## src/tcto_pkg.sv

```systemverilog
// constants shared by the timer control and toggle output block
package tcto_pkg;

    // register indices; byte address is four times the index
    localparam logic [7:0] TCTO_IDX_RUN_FLAG  = 8'h88;
    localparam logic [7:0] TCTO_IDX_MODE_SEL  = 8'h89;
    localparam logic [7:0] TCTO_IDX_OUT_EN    = 8'h91;
    localparam logic [7:0] TCTO_IDX_LOW_0     = 8'h8A;
    localparam logic [7:0] TCTO_IDX_LOW_1     = 8'h8B;
    localparam logic [7:0] TCTO_IDX_HIGH_0    = 8'h8C;
    localparam logic [7:0] TCTO_IDX_HIGH_1    = 8'h8D;
    localparam logic [7:0] TCTO_IDX_PRESCALE  = 8'hC0;
    localparam logic [7:0] TCTO_IDX_IRQ_STAT  = 8'hC1;
    localparam logic [7:0] TCTO_IDX_IRQ_MASK  = 8'hC2;

    // timer_run_and_flag_control bit positions
    localparam int TCTO_OVF1_BIT   = 7;
    localparam int TCTO_RUN1_BIT   = 6;
    localparam int TCTO_OVF0_BIT   = 5;
    localparam int TCTO_RUN0_BIT   = 4;
    localparam int TCTO_EXT1_BIT   = 3;
    localparam int TCTO_TYPE1_BIT  = 2;
    localparam int TCTO_EXT0_BIT   = 1;
    localparam int TCTO_TYPE0_BIT  = 0;

    // timer_counter_mode_select: per timer nibble, timer 1 in the upper one
    localparam int TCTO_GATE_OFS   = 3;
    localparam int TCTO_CSEL_OFS   = 2;
    localparam int TCTO_MODE_OFS   = 0;

    // timer_output_enable_control bit positions
    localparam int TCTO_TOG1_BIT   = 7;
    localparam int TCTO_TOG0_BIT   = 6;
    localparam int TCTO_SERIAL_SYNC_PERIPHERAL_MODE_BIT   = 5;
    localparam logic [7:0] TCTO_OUT_EN_MASK = 8'hE0;

    // interrupt status / mask layout
    localparam int TCTO_EV_OVF0    = 0;
    localparam int TCTO_EV_OVF1    = 1;
    localparam int TCTO_EV_EXT0    = 2;
    localparam int TCTO_EV_EXT1    = 3;
    localparam int TCTO_EV_N       = 4;

    // values after reset
    localparam logic [7:0]  TCTO_RST_BYTE = 8'h00;
    localparam logic [31:0] TCTO_RST_WORD = 32'h0000_0000;

    // mode field encodings
    typedef enum logic [1:0]
    {
        TCTO_MODE_13BIT  = 2'b00,
        TCTO_MODE_16BIT  = 2'b01,
        TCTO_MODE_RELOAD = 2'b10,
        TCTO_MODE_STOP   = 2'b11
    } tcto_mode_t;

endpackage

```

## src/tcto_timer_ctrl.sv

```systemverilog
// timer control, external interrupt flags and pin toggle outputs behind apb
//
// The APB slave port was left to the implementer.
`timescale 1ns/100ps
`default_nettype none

module tcto_timer_ctrl
    import tcto_pkg::*;
#(
    parameter int ADDR_W = 12,
    parameter int PRE_W  = 8
)
(
    input  wire logic              clock,
    input  wire logic              rst_b,
    input  wire logic              psel,
    input  wire logic              penable,
    input  wire logic              pwrite,
    input  wire logic [ADDR_W-1:0] paddr,
    input  wire logic [31:0]       pwdata,
    input  wire logic [3:0]        pstrb,
    output logic                   pready,
    output logic [31:0]            prdata,
    output logic                   pslverr,
    input  wire logic              external_irq_pin_0,
    input  wire logic              external_irq_pin_1,
    input  wire logic              vector_ack_timer_0,
    input  wire logic              vector_ack_timer_1,
    input  wire logic              vector_ack_ext_0,
    input  wire logic              vector_ack_ext_1,
    input  wire logic              counter_pin_0_in,
    input  wire logic              counter_pin_1_in,
    output logic                   counter_pin_0_out,
    output logic                   counter_pin_0_oe_n,
    output logic                   counter_pin_1_out,
    output logic                   counter_pin_1_oe_n,
    output logic                   baud_tick_timer_1,
    output logic                   serial_sync_peripheral_mode,
    output logic                   irq
);

    // whole state of the block
    typedef struct packed
    {
        logic [7:0]          run_flag;
        logic [7:0]          mode_sel;
        logic [7:0]          out_en;
        logic [7:0]          low_0;
        logic [7:0]          high_0;
        logic [7:0]          low_1;
        logic [7:0]          high_1;
        logic [PRE_W-1:0]    prescale;
        logic [PRE_W-1:0]    pre_cnt;
        logic [TCTO_EV_N-1:0] stat;
        logic [TCTO_EV_N-1:0] mask;
        logic [1:0]          cnt_pin_q;
        logic [1:0]          ext_pin_q;
        logic [1:0]          toggle;
        logic                baud_tick;
        logic                irq;
        logic                pready;
        logic [31:0]         prdata;
        logic                pslverr;
    } tcto_state_t;

    tcto_state_t state_reg;
    tcto_state_t state_next;

    // one count step: returns {overflow, high, low}
    function automatic logic [16:0] tcto_step(
        input logic [1:0] mode,
        input logic [7:0] high,
        input logic [7:0] low
    );
        logic [13:0] c13;
        logic [16:0] c16;
        logic [8:0]  c8;
        tcto_step = {1'b0, high, low};
        c13 = {1'b0, high, low[4:0]} + 14'h0001;
        c16 = {1'b0, high, low} + 17'h0_0001;
        c8  = {1'b0, low} + 9'h001;
        case (mode)
            TCTO_MODE_13BIT:
            begin
                tcto_step = {c13[13], c13[12:5], low[7:5], c13[4:0]};
            end
            TCTO_MODE_16BIT:
            begin
                tcto_step = c16;
            end
            TCTO_MODE_RELOAD:
            begin
                tcto_step = {c8[8], high, (c8[8] ? high : c8[7:0])};
            end
            default:
            begin
                tcto_step = {1'b0, high, low};
            end
        endcase
    endfunction

    // register read mux; returns {hit, data}
    function automatic logic [32:0] tcto_read(
        input logic [7:0]  idx,
        input tcto_state_t s
    );
        tcto_read = {1'b1, TCTO_RST_WORD};
        case (idx)
            TCTO_IDX_RUN_FLAG: tcto_read[7:0] = s.run_flag;
            TCTO_IDX_MODE_SEL: tcto_read[7:0] = s.mode_sel;
            TCTO_IDX_OUT_EN:   tcto_read[7:0] = s.out_en;
            TCTO_IDX_LOW_0:    tcto_read[7:0] = s.low_0;
            TCTO_IDX_HIGH_0:   tcto_read[7:0] = s.high_0;
            TCTO_IDX_LOW_1:    tcto_read[7:0] = s.low_1;
            TCTO_IDX_HIGH_1:   tcto_read[7:0] = s.high_1;
            TCTO_IDX_PRESCALE: tcto_read[PRE_W-1:0] = s.prescale;
            TCTO_IDX_IRQ_STAT: tcto_read[TCTO_EV_N-1:0] = s.stat;
            TCTO_IDX_IRQ_MASK: tcto_read[TCTO_EV_N-1:0] = s.mask;
            default:           tcto_read = {1'b0, TCTO_RST_WORD};
        endcase
    endfunction

    // next-state logic
    always_comb
    begin
        logic [7:0]  idx;
        logic        aligned;
        logic        setup;
        logic        wr;
        logic        rd;
        logic        tick;
        logic [1:0]  run;
        logic [1:0]  gate;
        logic [1:0]  csel;
        logic [1:0]  fall;
        logic [1:0]  ext_pin;
        logic [1:0]  ext_set;
        logic [1:0]  en;
        logic [1:0]  ovf;
        logic [16:0] st0;
        logic [16:0] st1;
        logic [32:0] rdv;
        logic [TCTO_EV_N-1:0] ev;

        state_next = state_reg;
        idx        = paddr[9:2];
        aligned    = (paddr[1:0] == 2'b00) && (paddr[ADDR_W-1:10] == '0);
        setup      = psel && !penable;
        wr         = psel && penable && state_reg.pready && pwrite && aligned && pstrb[0];
        rd         = psel && penable && state_reg.pready && !pwrite && aligned;
        ext_pin    = {external_irq_pin_1, external_irq_pin_0};

        // software writes land at the access edge; hardware terms follow
        if (wr)
        begin
            case (idx)
                TCTO_IDX_RUN_FLAG: state_next.run_flag = pwdata[7:0];
                TCTO_IDX_MODE_SEL: state_next.mode_sel = pwdata[7:0];
                TCTO_IDX_OUT_EN:   state_next.out_en   = pwdata[7:0] & TCTO_OUT_EN_MASK;
                TCTO_IDX_LOW_0:    state_next.low_0    = pwdata[7:0];
                TCTO_IDX_HIGH_0:   state_next.high_0   = pwdata[7:0];
                TCTO_IDX_LOW_1:    state_next.low_1    = pwdata[7:0];
                TCTO_IDX_HIGH_1:   state_next.high_1   = pwdata[7:0];
                TCTO_IDX_PRESCALE: state_next.prescale = pwdata[PRE_W-1:0];
                TCTO_IDX_IRQ_MASK: state_next.mask     = pwdata[TCTO_EV_N-1:0];
                default:           state_next.pslverr  = state_reg.pslverr;
            endcase
        end

        // shared prescaler: one count tick every prescale+1 clocks
        tick = (state_reg.pre_cnt == state_reg.prescale);
        state_next.pre_cnt = tick ? '0 : state_reg.pre_cnt + 1'b1;

        // count enable per timer
        // run bit gate
        run  = {state_reg.run_flag[TCTO_RUN1_BIT], state_reg.run_flag[TCTO_RUN0_BIT]};
        gate = {state_reg.mode_sel[4 + TCTO_GATE_OFS], state_reg.mode_sel[TCTO_GATE_OFS]};
        csel = {state_reg.mode_sel[4 + TCTO_CSEL_OFS], state_reg.mode_sel[TCTO_CSEL_OFS]};
        fall = state_reg.cnt_pin_q & ~{counter_pin_1_in, counter_pin_0_in};
        en   = run & (~gate | ext_pin) & (csel & fall | ~csel & {tick, tick});

        st0 = tcto_step(state_reg.mode_sel[TCTO_MODE_OFS +: 2], state_reg.high_0,
                        state_reg.low_0);
        st1 = tcto_step(state_reg.mode_sel[4 + TCTO_MODE_OFS +: 2], state_reg.high_1,
                        state_reg.low_1);
        ovf = {en[1] & st1[16], en[0] & st0[16]};
        if (en[0])
        begin
            {state_next.high_0, state_next.low_0} = st0[15:0];
        end
        if (en[1])
        begin
            {state_next.high_1, state_next.low_1} = st1[15:0];
        end

        // overflow flags: vector clears, overflow sets and wins
        // overflow flags
        if (vector_ack_timer_0)
        begin
            state_next.run_flag[TCTO_OVF0_BIT] = 1'b0;
        end
        if (vector_ack_timer_1)
        begin
            state_next.run_flag[TCTO_OVF1_BIT] = 1'b0;
        end
        if (ovf[0])
        begin
            state_next.run_flag[TCTO_OVF0_BIT] = 1'b1;
        end
        if (ovf[1])
        begin
            state_next.run_flag[TCTO_OVF1_BIT] = 1'b1;
        end

        // external interrupt flags
        // edge or level select
        ext_set[0] = state_reg.run_flag[TCTO_TYPE0_BIT] ?
                     (state_reg.ext_pin_q[0] & ~ext_pin[0]) : ~ext_pin[0];
        ext_set[1] = state_reg.run_flag[TCTO_TYPE1_BIT] ?
                     (state_reg.ext_pin_q[1] & ~ext_pin[1]) : ~ext_pin[1];
        if (vector_ack_ext_0)
        begin
            state_next.run_flag[TCTO_EXT0_BIT] = 1'b0;
        end
        if (vector_ack_ext_1)
        begin
            state_next.run_flag[TCTO_EXT1_BIT] = 1'b0;
        end
        if (ext_set[0])
        begin
            state_next.run_flag[TCTO_EXT0_BIT] = 1'b1;
        end
        if (ext_set[1])
        begin
            state_next.run_flag[TCTO_EXT1_BIT] = 1'b1;
        end
        state_next.cnt_pin_q = {counter_pin_1_in, counter_pin_0_in};
        state_next.ext_pin_q = ext_pin;

        // toggle flip-flops, each gated by its own enable only
        // invert pin on overflow
        if (ovf[0] && state_reg.out_en[TCTO_TOG0_BIT])
        begin
            state_next.toggle[0] = ~state_reg.toggle[0];
        end
        if (ovf[1] && state_reg.out_en[TCTO_TOG1_BIT])
        begin
            state_next.toggle[1] = ~state_reg.toggle[1];
        end
        state_next.baud_tick = ovf[1];

        // sticky status: a read clears, a new event in the same cycle wins
        ev = {ext_set[1] & ~state_reg.run_flag[TCTO_EXT1_BIT],
              ext_set[0] & ~state_reg.run_flag[TCTO_EXT0_BIT], ovf};
        if (rd && idx == TCTO_IDX_IRQ_STAT)
        begin
            state_next.stat = '0;
        end
        state_next.stat = state_next.stat | ev;
        state_next.irq  = |(state_next.stat & state_next.mask);

        // apb answer: data sampled at setup, ready in first access cycle
        rdv = tcto_read(idx, state_reg);
        state_next.pready  = setup;
        state_next.pslverr = setup && !(aligned && rdv[32]);
        state_next.prdata  = (setup && !pwrite && aligned) ? rdv[31:0] : TCTO_RST_WORD;
    end

    // state register; everything clears to zero
    // zero after reset
    always_ff @(posedge clock or negedge rst_b)
    begin
        if (!rst_b)
        begin
            state_reg <= '0;
        end
        else
        begin
            state_reg <= state_next;
        end
    end

    // outputs straight from flip-flops; the oe_n pins through an inverter
    assign pready                      = state_reg.pready;
    assign prdata                      = state_reg.prdata;
    assign pslverr                     = state_reg.pslverr;
    assign counter_pin_0_out           = state_reg.toggle[0];
    assign counter_pin_1_out           = state_reg.toggle[1];
    assign counter_pin_0_oe_n          = ~state_reg.out_en[TCTO_TOG0_BIT];
    assign counter_pin_1_oe_n          = ~state_reg.out_en[TCTO_TOG1_BIT];
    assign baud_tick_timer_1           = state_reg.baud_tick;
    assign serial_sync_peripheral_mode = state_reg.out_en[TCTO_SERIAL_SYNC_PERIPHERAL_MODE_BIT];
    assign irq                         = state_reg.irq;

endmodule

`default_nettype wire

```

## config.mk

```make
export PLATFORM = sky130hd
export DESIGN_NAME = tcto_timer_ctrl
export DESIGN_NICKNAME = d
export VERILOG_FILES = /design/src/tcto_pkg.sv /design/src/tcto_timer_ctrl.sv
export SDC_FILE = /design/constraint.sdc
export NUM_CORES = 1
export LEC_CHECK = 0
export BUFFER_PORTS_ARGS = -buffer_cell sky130_fd_sc_hd__buf_2
export CAP_MARGIN = 40
export CORE_MARGIN = 1
export CORE_UTILIZATION = 40
export DETAILED_ROUTE_END_ITERATION = 10
export GPL_TIMING_DRIVEN = 0
export PLACE_DENSITY = 0.68
export SETUP_SLACK_MARGIN = 0.4
export SKIP_LAST_GASP = 1
export SYNTH_ARGS = -nofsm -noshare
export SYNTH_HDL_FRONTEND = slang
export SYNTH_SLANG_ARGS = --single-unit
```

## constraint.sdc

```tcl
create_clock -name clock -period 3.3 [get_ports clock]
set_clock_uncertainty 0.05 [all_clocks]
set_input_delay 0.165 -clock clock [delete_from_list [all_inputs] [get_ports clock]]
set_output_delay 0.165 -clock clock [all_outputs]
set_load 0.02 [all_outputs]
```

==> results of run 1 <==
## worst paths after layout
| path | start | to | slack (ns) | cells past startpoint |
|---|---|---|---|---|
| worst max-delay path | state_reg[75]$_DFFE_PN0P_ | state_reg[70]$_DFFE_PN0P_ | 0.57 | 9 |
| worst min-delay path | psel | pready$_DFF_PN0_ | 0.05 | 2 |
| worst max register to register | state_reg[75]$_DFFE_PN0P_ | state_reg[70]$_DFFE_PN0P_ | 0.57 | 9 |
| worst min register to register | counter_pin_0_out$_DFFE_PN0P_ | counter_pin_0_out$_DFFE_PN0P_ | 0.42 | 1 |
| max in group asynchronous | rst_b | prdata[7]$_DFF_PN0_ | 2.22 | 3 |
| min in group asynchronous | rst_b | state_reg[117]$_DFFE_PN0P_ | 0.32 | 2 |
## metal layers
metal,global-route usage [%],vias to the layer above
li1,-,2576
met2,35.94,268
met3,5.988,34
met4,6.863,2
met1,32.89,2686
met5,0,-
## cell usage after synthesis (4+ instances only)
cell type,number
dfrtp_1,93
mux2_2,49
nand2_1,40
nor2_1,38
o21ai_0,33
buf_4,32
nand3_1,27
inv_1,25
clkbuf_1,24
a21oi_1,23
mux2i_1,19
xnor2_1,19
a22o_1,14
o2bb2ai_1,14
a22oi_1,11
ha_1,11
buf_2,10
a31oi_1,9
a32o_1,9
and3_1,9
nand4_1,9
nor3_1,8
o211ai_1,8
xor2_1,8
and4_1,7
a21o_1,6
and2_1,6
nor2b_1,6
a221oi_1,5
mux2_4,5
a32oi_1,4
o31ai_1,4
or2_2,4
or3_1,4
## logic make-up after synthesis
| logic type | after synthesis | share of synthesized area (%) |
|---|---|---|
| DFF | 93 | 36.95 |
| other | 1 | 0.05954 |
| and+or+nand+nor | 174 | 14.28 |
| buffers and inverters | 94 | 7.827 |
| AOI/OAI and AO/OA | 176 | 20.54 |
| xor gates and xnor gates | 27 | 3.755 |
| adders and majority gates | 11 | 2.185 |
| muxes | 77 | 14.40 |
## through the flow
step | cells | util (%)
finish | 963 | 48.27
global route | 963 | 48.27
CTS | 963 | 48.24
detailed placement | 937 | 45.38
global placement | 936 | 45.18
floorplan | 676 | -
## power by group
part	switching (mW)	internal (mW)	leakage [nW]	total, mW
Sequential	0.00415	1.15	1.23	1.15
Combinational	0.112	0.0623	1.92	0.174
Clock	0.497	0.677	0.156	1.17
## area by class of cell
| class | instances | share of cell area (%) |
|---|---|---|
| plain buffers | 69 | 5.436 |
| clock buffers | 9 | 3.058 |
| clock inverters | 7 | 1.444 |
| inverters | 25 | 1.274 |
| multi-input cells | 489 | 48.50 |
| flip-flops and latches | 93 | 31.61 |
| well taps | 211 | 3.584 |
| repair buffers | 60 | 5.096 |
## worst max-delay path: stages (launching register included)
cell and delay, ns:
dfrtp_1 0.49, ha_1 0.19, clkbuf_1 0.32, nand3_1 0.20, or2_1 0.24, clkbuf_1 0.22, o211ai_1 0.22, o311ai_0 0.15
a22o_1 0.27, mux2_4 0.26
## repair_timing
item                                    CTS  global route
endpoints found under the setup margin    2            10
hold buffers                             10             0
hold endpoints to repair                 58             0
resized for setup                         1             5
pin swaps                                 0             0
==> run_results.csv, run 1 <==
group,metric,value,unit
status,status,"finished clean",
yosys,avgSynthCellArea,9.646,sq um
final_layout,most-common-layout-cells,"dfrtp_1 (92), buf_2 (58), mux2_2 (49)",
final_layout,antenna_cells,0,
final_layout,syn2layout_area_growth,16.94,%
clock_network,tritoncts,"yes",
pwr,p_leak,3.306,nW
floorplan,die_h,127.5,um
clock_network,postCtsSetupRepairBufs,0,
yosys,synth.distinct_cells,70,
sta,relSlewSlack,44.78,%
run,cap_violations,0,
sta,worst_slack,0.5690,ns
place,hpwl,13180,um
worst_setup_path,critPathKind,"flip-flop to flip-flop",
yosys,synth_area,6299,sq um
detailed_routing,drt-initial-drc-count,573,
final_layout,fillers,1459,
final_layout,seq_area,2328,sq um
sta,rsz0062_at_grt,"false",
floorplan,initial_core_util,41.28,%
sta,setup-tns-final,0,ns
detailed_routing,route.vias.total,5566,
floorplan,die_area,16250,sq um
clock_network,clock-sinks,93,
worst_hold_path,hold_class,"primary input to flip-flop",
global_route,grt_pass1_vias,5213,
yosys,synthTopCellsByArea,"dfrtp_1 (37%), mux2_2 (8.8%), buf_4 (3.8%)",
detailed_routing,vias_per_cell,5.780,
clock_network,cts.root.buffer_cell,"clkbuf_16",
yosys,yosysWarnings,0,
detailed_routing,wirelength,18440,um
clock_network,htreeDepth,3,
place,io_buffers,49,
worst_setup_path,cp.arrival,2.93,ns
yosys,synthCells,653,
final_layout,postLayoutCellArea,7366,sq um
final_layout,final_common_cell,"dfrtp_1",
global_route,overflow,0,
yosys,synth_ff_type,"dfrtp_1",
yosys,ys_seq_elements,93,
detailed_routing,topRoutingLayerUsed,"met5",
yosys,synth_enable_flop_cells,0,
clock_network,cts_inserted_buffers,9,
detailed_routing,wl_per_cell,19.15,um
final_layout,finalNetCount,819,
sta,worst_pin_slew,0.8253,ns
place,pre_cts_ws,0.3237,ns
pwr,finalPower,2.498,mW
detailed_routing,drc,0,
sta,finalSetupViolCount,0,
yosys,synth_seq_area_share,36.95,%
detailed_routing,ant_nets,0,
final_layout,multi_input_area,3572,sq um
global_route,antenna_found_initial,1,
global_route,grt_max_degree,51,
floorplan,pin_count,102,
global_route,grt_pass1_wl,29040,um
detailed_routing,dr.pass1.iters,6,
global_route,grt_use_total,23.56,%
detailed_routing,met1_length,8194,um
floorplan,core.rowCount,45,
pwr,peakVddDrop,0.3376,mV
place,gp_congestion,0.9156,
clock_network,clk_pin_slew,0.08,ns
floorplan,die_w,127.5,um
final_layout,layout-drive-gt1-share,24.20,%
floorplan,core_area,15260,sq um
worst_setup_path,worst-path-max-fanout,9,
sta,hold_slack,0.04898,ns
sta,fmaxAchievable,366.2,MHz
sta,min_period,2.731,ns
sta,fin_crit_sh,82.76,%
pwr,p_per_area,339.1,nW/um^2
clock_network,clock_latency,0.36,ns
detailed_routing,dr_wl_met3,1578,um
yosys,netlist.area_leader.share,36.95,%
yosys,synth_top_cell_by_area,"dfrtp_1",
detailed_routing,dr_wl_met2,8345,um
worst_setup_path,crit_required,3.50,ns
clock_network,cts_buffer_depth,2,
worst_setup_path,startpoint_type,"flip-flop",
sta,hold_viol,0,
final_layout,largest_reg_flops,78,
sta,slew_viol_final,0,
worst_setup_path,end_kind,"flip-flop",
yosys,async_flop_share,100.0,%
place,placed_cell_area,6924,sq um
Power figures use the tool's default switching activity.
==> run 2: changes to the inputs <==
PLACE_DENSITY = 0.7   (was 0.68)
clock period = 2.21 ns   (was 3.3 ns; I/O delays follow)
==> run 2 against run 1 <==
Net effect:
- the run now ends with setup timing left
- global-route usage rose by 1.5 points
- combinational power rose by 63%
- critical path depth fell by 2
- critical path type unchanged
- critical endpoint is now state_reg[89]$_DFFE_PN0P_
- largest cell class unchanged
- largest power group is now sequential cells
==> run_results.csv, run 2 (synthesis gave the netlist of run 1 again) <==
group,metric,value,unit
detailed_routing,dr.pass1.iters,7,
global_route,overflow,0,
sta,worst_pin_slew,0.6494,ns
sta,finalSetupViolCount,1,
detailed_routing,ant_nets,0,
pwr,p_leak,3.802,nW
final_layout,finalNetCount,887,
global_route,grt_max_degree,49,
worst_setup_path,startpoint_type,"flip-flop",
worst_setup_path,worst-path-max-fanout,8,
final_layout,multi_input_area,3902,sq um
floorplan,die_area,16250,sq um
floorplan,core_area,15260,sq um
place,dp_cells,937,
run,cap_violations,0,
clock_network,clock_latency,0.37,ns
floorplan,initial_core_util,41.28,%
detailed_routing,met1_length,8403,um
floorplan,core.rowCount,45,
sta,fin_crit_sh,100.1,%
global_route,grt_pass1_wl,31150,um
final_layout,fillers,1320,
pwr,p_per_area,425.4,nW/um^2
worst_setup_path,cp.arrival,2.42,ns
clock_network,cts_inserted_buffers,9,
sta,fmaxAchievable,452.2,MHz
status,violations,"setup timing",
detailed_routing,wirelength,20060,um
status,status,"complete, but fails checks",
detailed_routing,drt-initial-drc-count,623,
clock_network,cts_buffer_depth,2,
worst_setup_path,critPathKind,"flip-flop to flip-flop",
detailed_routing,wl_per_cell,19.46,um
final_layout,finish.utilization,54.83,%
final_layout,layout-drive-gt1-share,39.02,%
final_layout,layoutNonFillerInstCount,1031,
detailed_routing,route.vias.total,5985,
clock_network,htreeDepth,3,
clock_network,clk_pin_slew,0.08,ns
detailed_routing,vias_per_cell,5.805,
detailed_routing,drc,0,
place,hpwl,12960,um
sta,min_period,2.212,ns
global_route,antenna_found_initial,0,
final_layout,most-common-layout-cells,"buf_4 (91), dfrtp_1 (84), buf_2 (53)",
place,io_buffers,49,
detailed_routing,dr_wl_met2,9064,um
final_layout,seq_area,2338,sq um
detailed_routing,dr_wl_met3,1864,um
final_layout,largest_reg_flops,78,
worst_setup_path,crit_required,2.41,ns
clock_network,cts.root.buffer_cell,"clkbuf_16",
sta,hold_slack,0.03495,ns
sta,rsz0062_at_grt,"true",
final_layout,postLayoutCellArea,8366,sq um
sta,hold_viol,0,
clock_network,clock-sinks,93,
final_layout,syn2layout_area_growth,32.82,%
floorplan,pin_count,102,
sta,worst_slack,-0.001545,ns
clock_network,tritoncts,"yes",
final_layout,antenna_cells,0,
sta,setup-tns-final,-0.001545,ns
pwr,peakVddDrop,0.5746,mV
place,placed_cell_area,7000,sq um
worst_hold_path,hold_class,"primary input to flip-flop",
worst_setup_path,end_kind,"flip-flop",
floorplan,die_h,127.5,um
floorplan,die_w,127.5,um
sta,slew_viol_final,0,
global_route,grt_pass1_vias,5600,
global_route,grt_use_total,25.11,%
detailed_routing,topRoutingLayerUsed,"met4",
sta,relSlewSlack,56.71,%
place,gp_congestion,0.9181,
final_layout,final_common_cell,"buf_4",
run 2: cell types whose count changed in the layout (fill, tap and decap cells not counted), moves of 8 or more:
cell      change
mux2_2       -15
dfrtp_2       +8
mux2_4       +15
buf_6        +16
buf_4        +58
clkbuf_1     -16
dfrtp_1       -8
run 2: worst paths after layout:
path | endpoint | cells past startpoint | slack (ns) | startpoint
worst max register to register | state_reg[89]$_DFFE_PN0P_ | 7 | -0.002 | state_reg[84]$_DFFE_PN0P_
worst min-delay path | state_reg[115]$_DFFE_PN0P_ | 3 | 0.03 | external_irq_pin_0
min in group asynchronous | state_reg[92]$_DFFE_PN0P_ | 2 | 0.27 | rst_b
worst min register to register | counter_pin_1_out$_DFFE_PN0P_ | 1 | 0.43 | counter_pin_1_out$_DFFE_PN0P_
worst max-delay path | state_reg[89]$_DFFE_PN0P_ | 7 | -0.002 | state_reg[84]$_DFFE_PN0P_
max in group asynchronous | state_reg[79]$_DFFE_PN0P_ | 3 | 1.18 | rst_b
run 2: power breakdown:
group	switching [mW]	leakage, nW	internal, mW
logic	0.178	2.45	0.105
registers	0.00547	1.22	1.71
clock network	0.770	0.141	0.791
run 2: per-layer routing:
metal / GRT usage, % / vias up
met5: 0 / -
met4: 8.613 / 0
met3: 6.658 / 66
li1: - / 2711
met1: 34.01 / 2876
met2: 38.73 / 332
run 2: layout make-up:
type                       instances  area share [%]
buffer                            69           6.327
clock buffer                       9           2.692
clock inverter                     7          0.8376
inverter                          25           1.182
multi-input combinational        489           46.65
sequential                        93           27.95
tap                              211           3.156
timing repair buffer             128           11.20
run 2: critical path, stage by stage (launching register included):
cell	delay, ns
dfrtp_2	0.47
and4_1	0.23
buf_6	0.13
and4_4	0.27
nand2_1	0.06
a221o_1	0.36
a32o_1	0.28
mux2_4	0.25
run 2: stage by stage:
stage	power (mW)	worst slack [ns]
floorplan	1.870	0.1002
global placement	1.988	-0.4903
detailed placement	1.995	-0.5684
CTS	3.573	0.01505
global route	3.668	-0.06286
finish	3.559	-0.001545
run 2: what timing repair did:
action                                  CTS  global route
endpoints found under the setup margin   59            78
setup buffers                            52            14
pin swaps                                15            15
hold buffers                             11             0
endpoints found under the hold margin    54             0
gates cloned                              1             0
gates resized for setup                  93            40
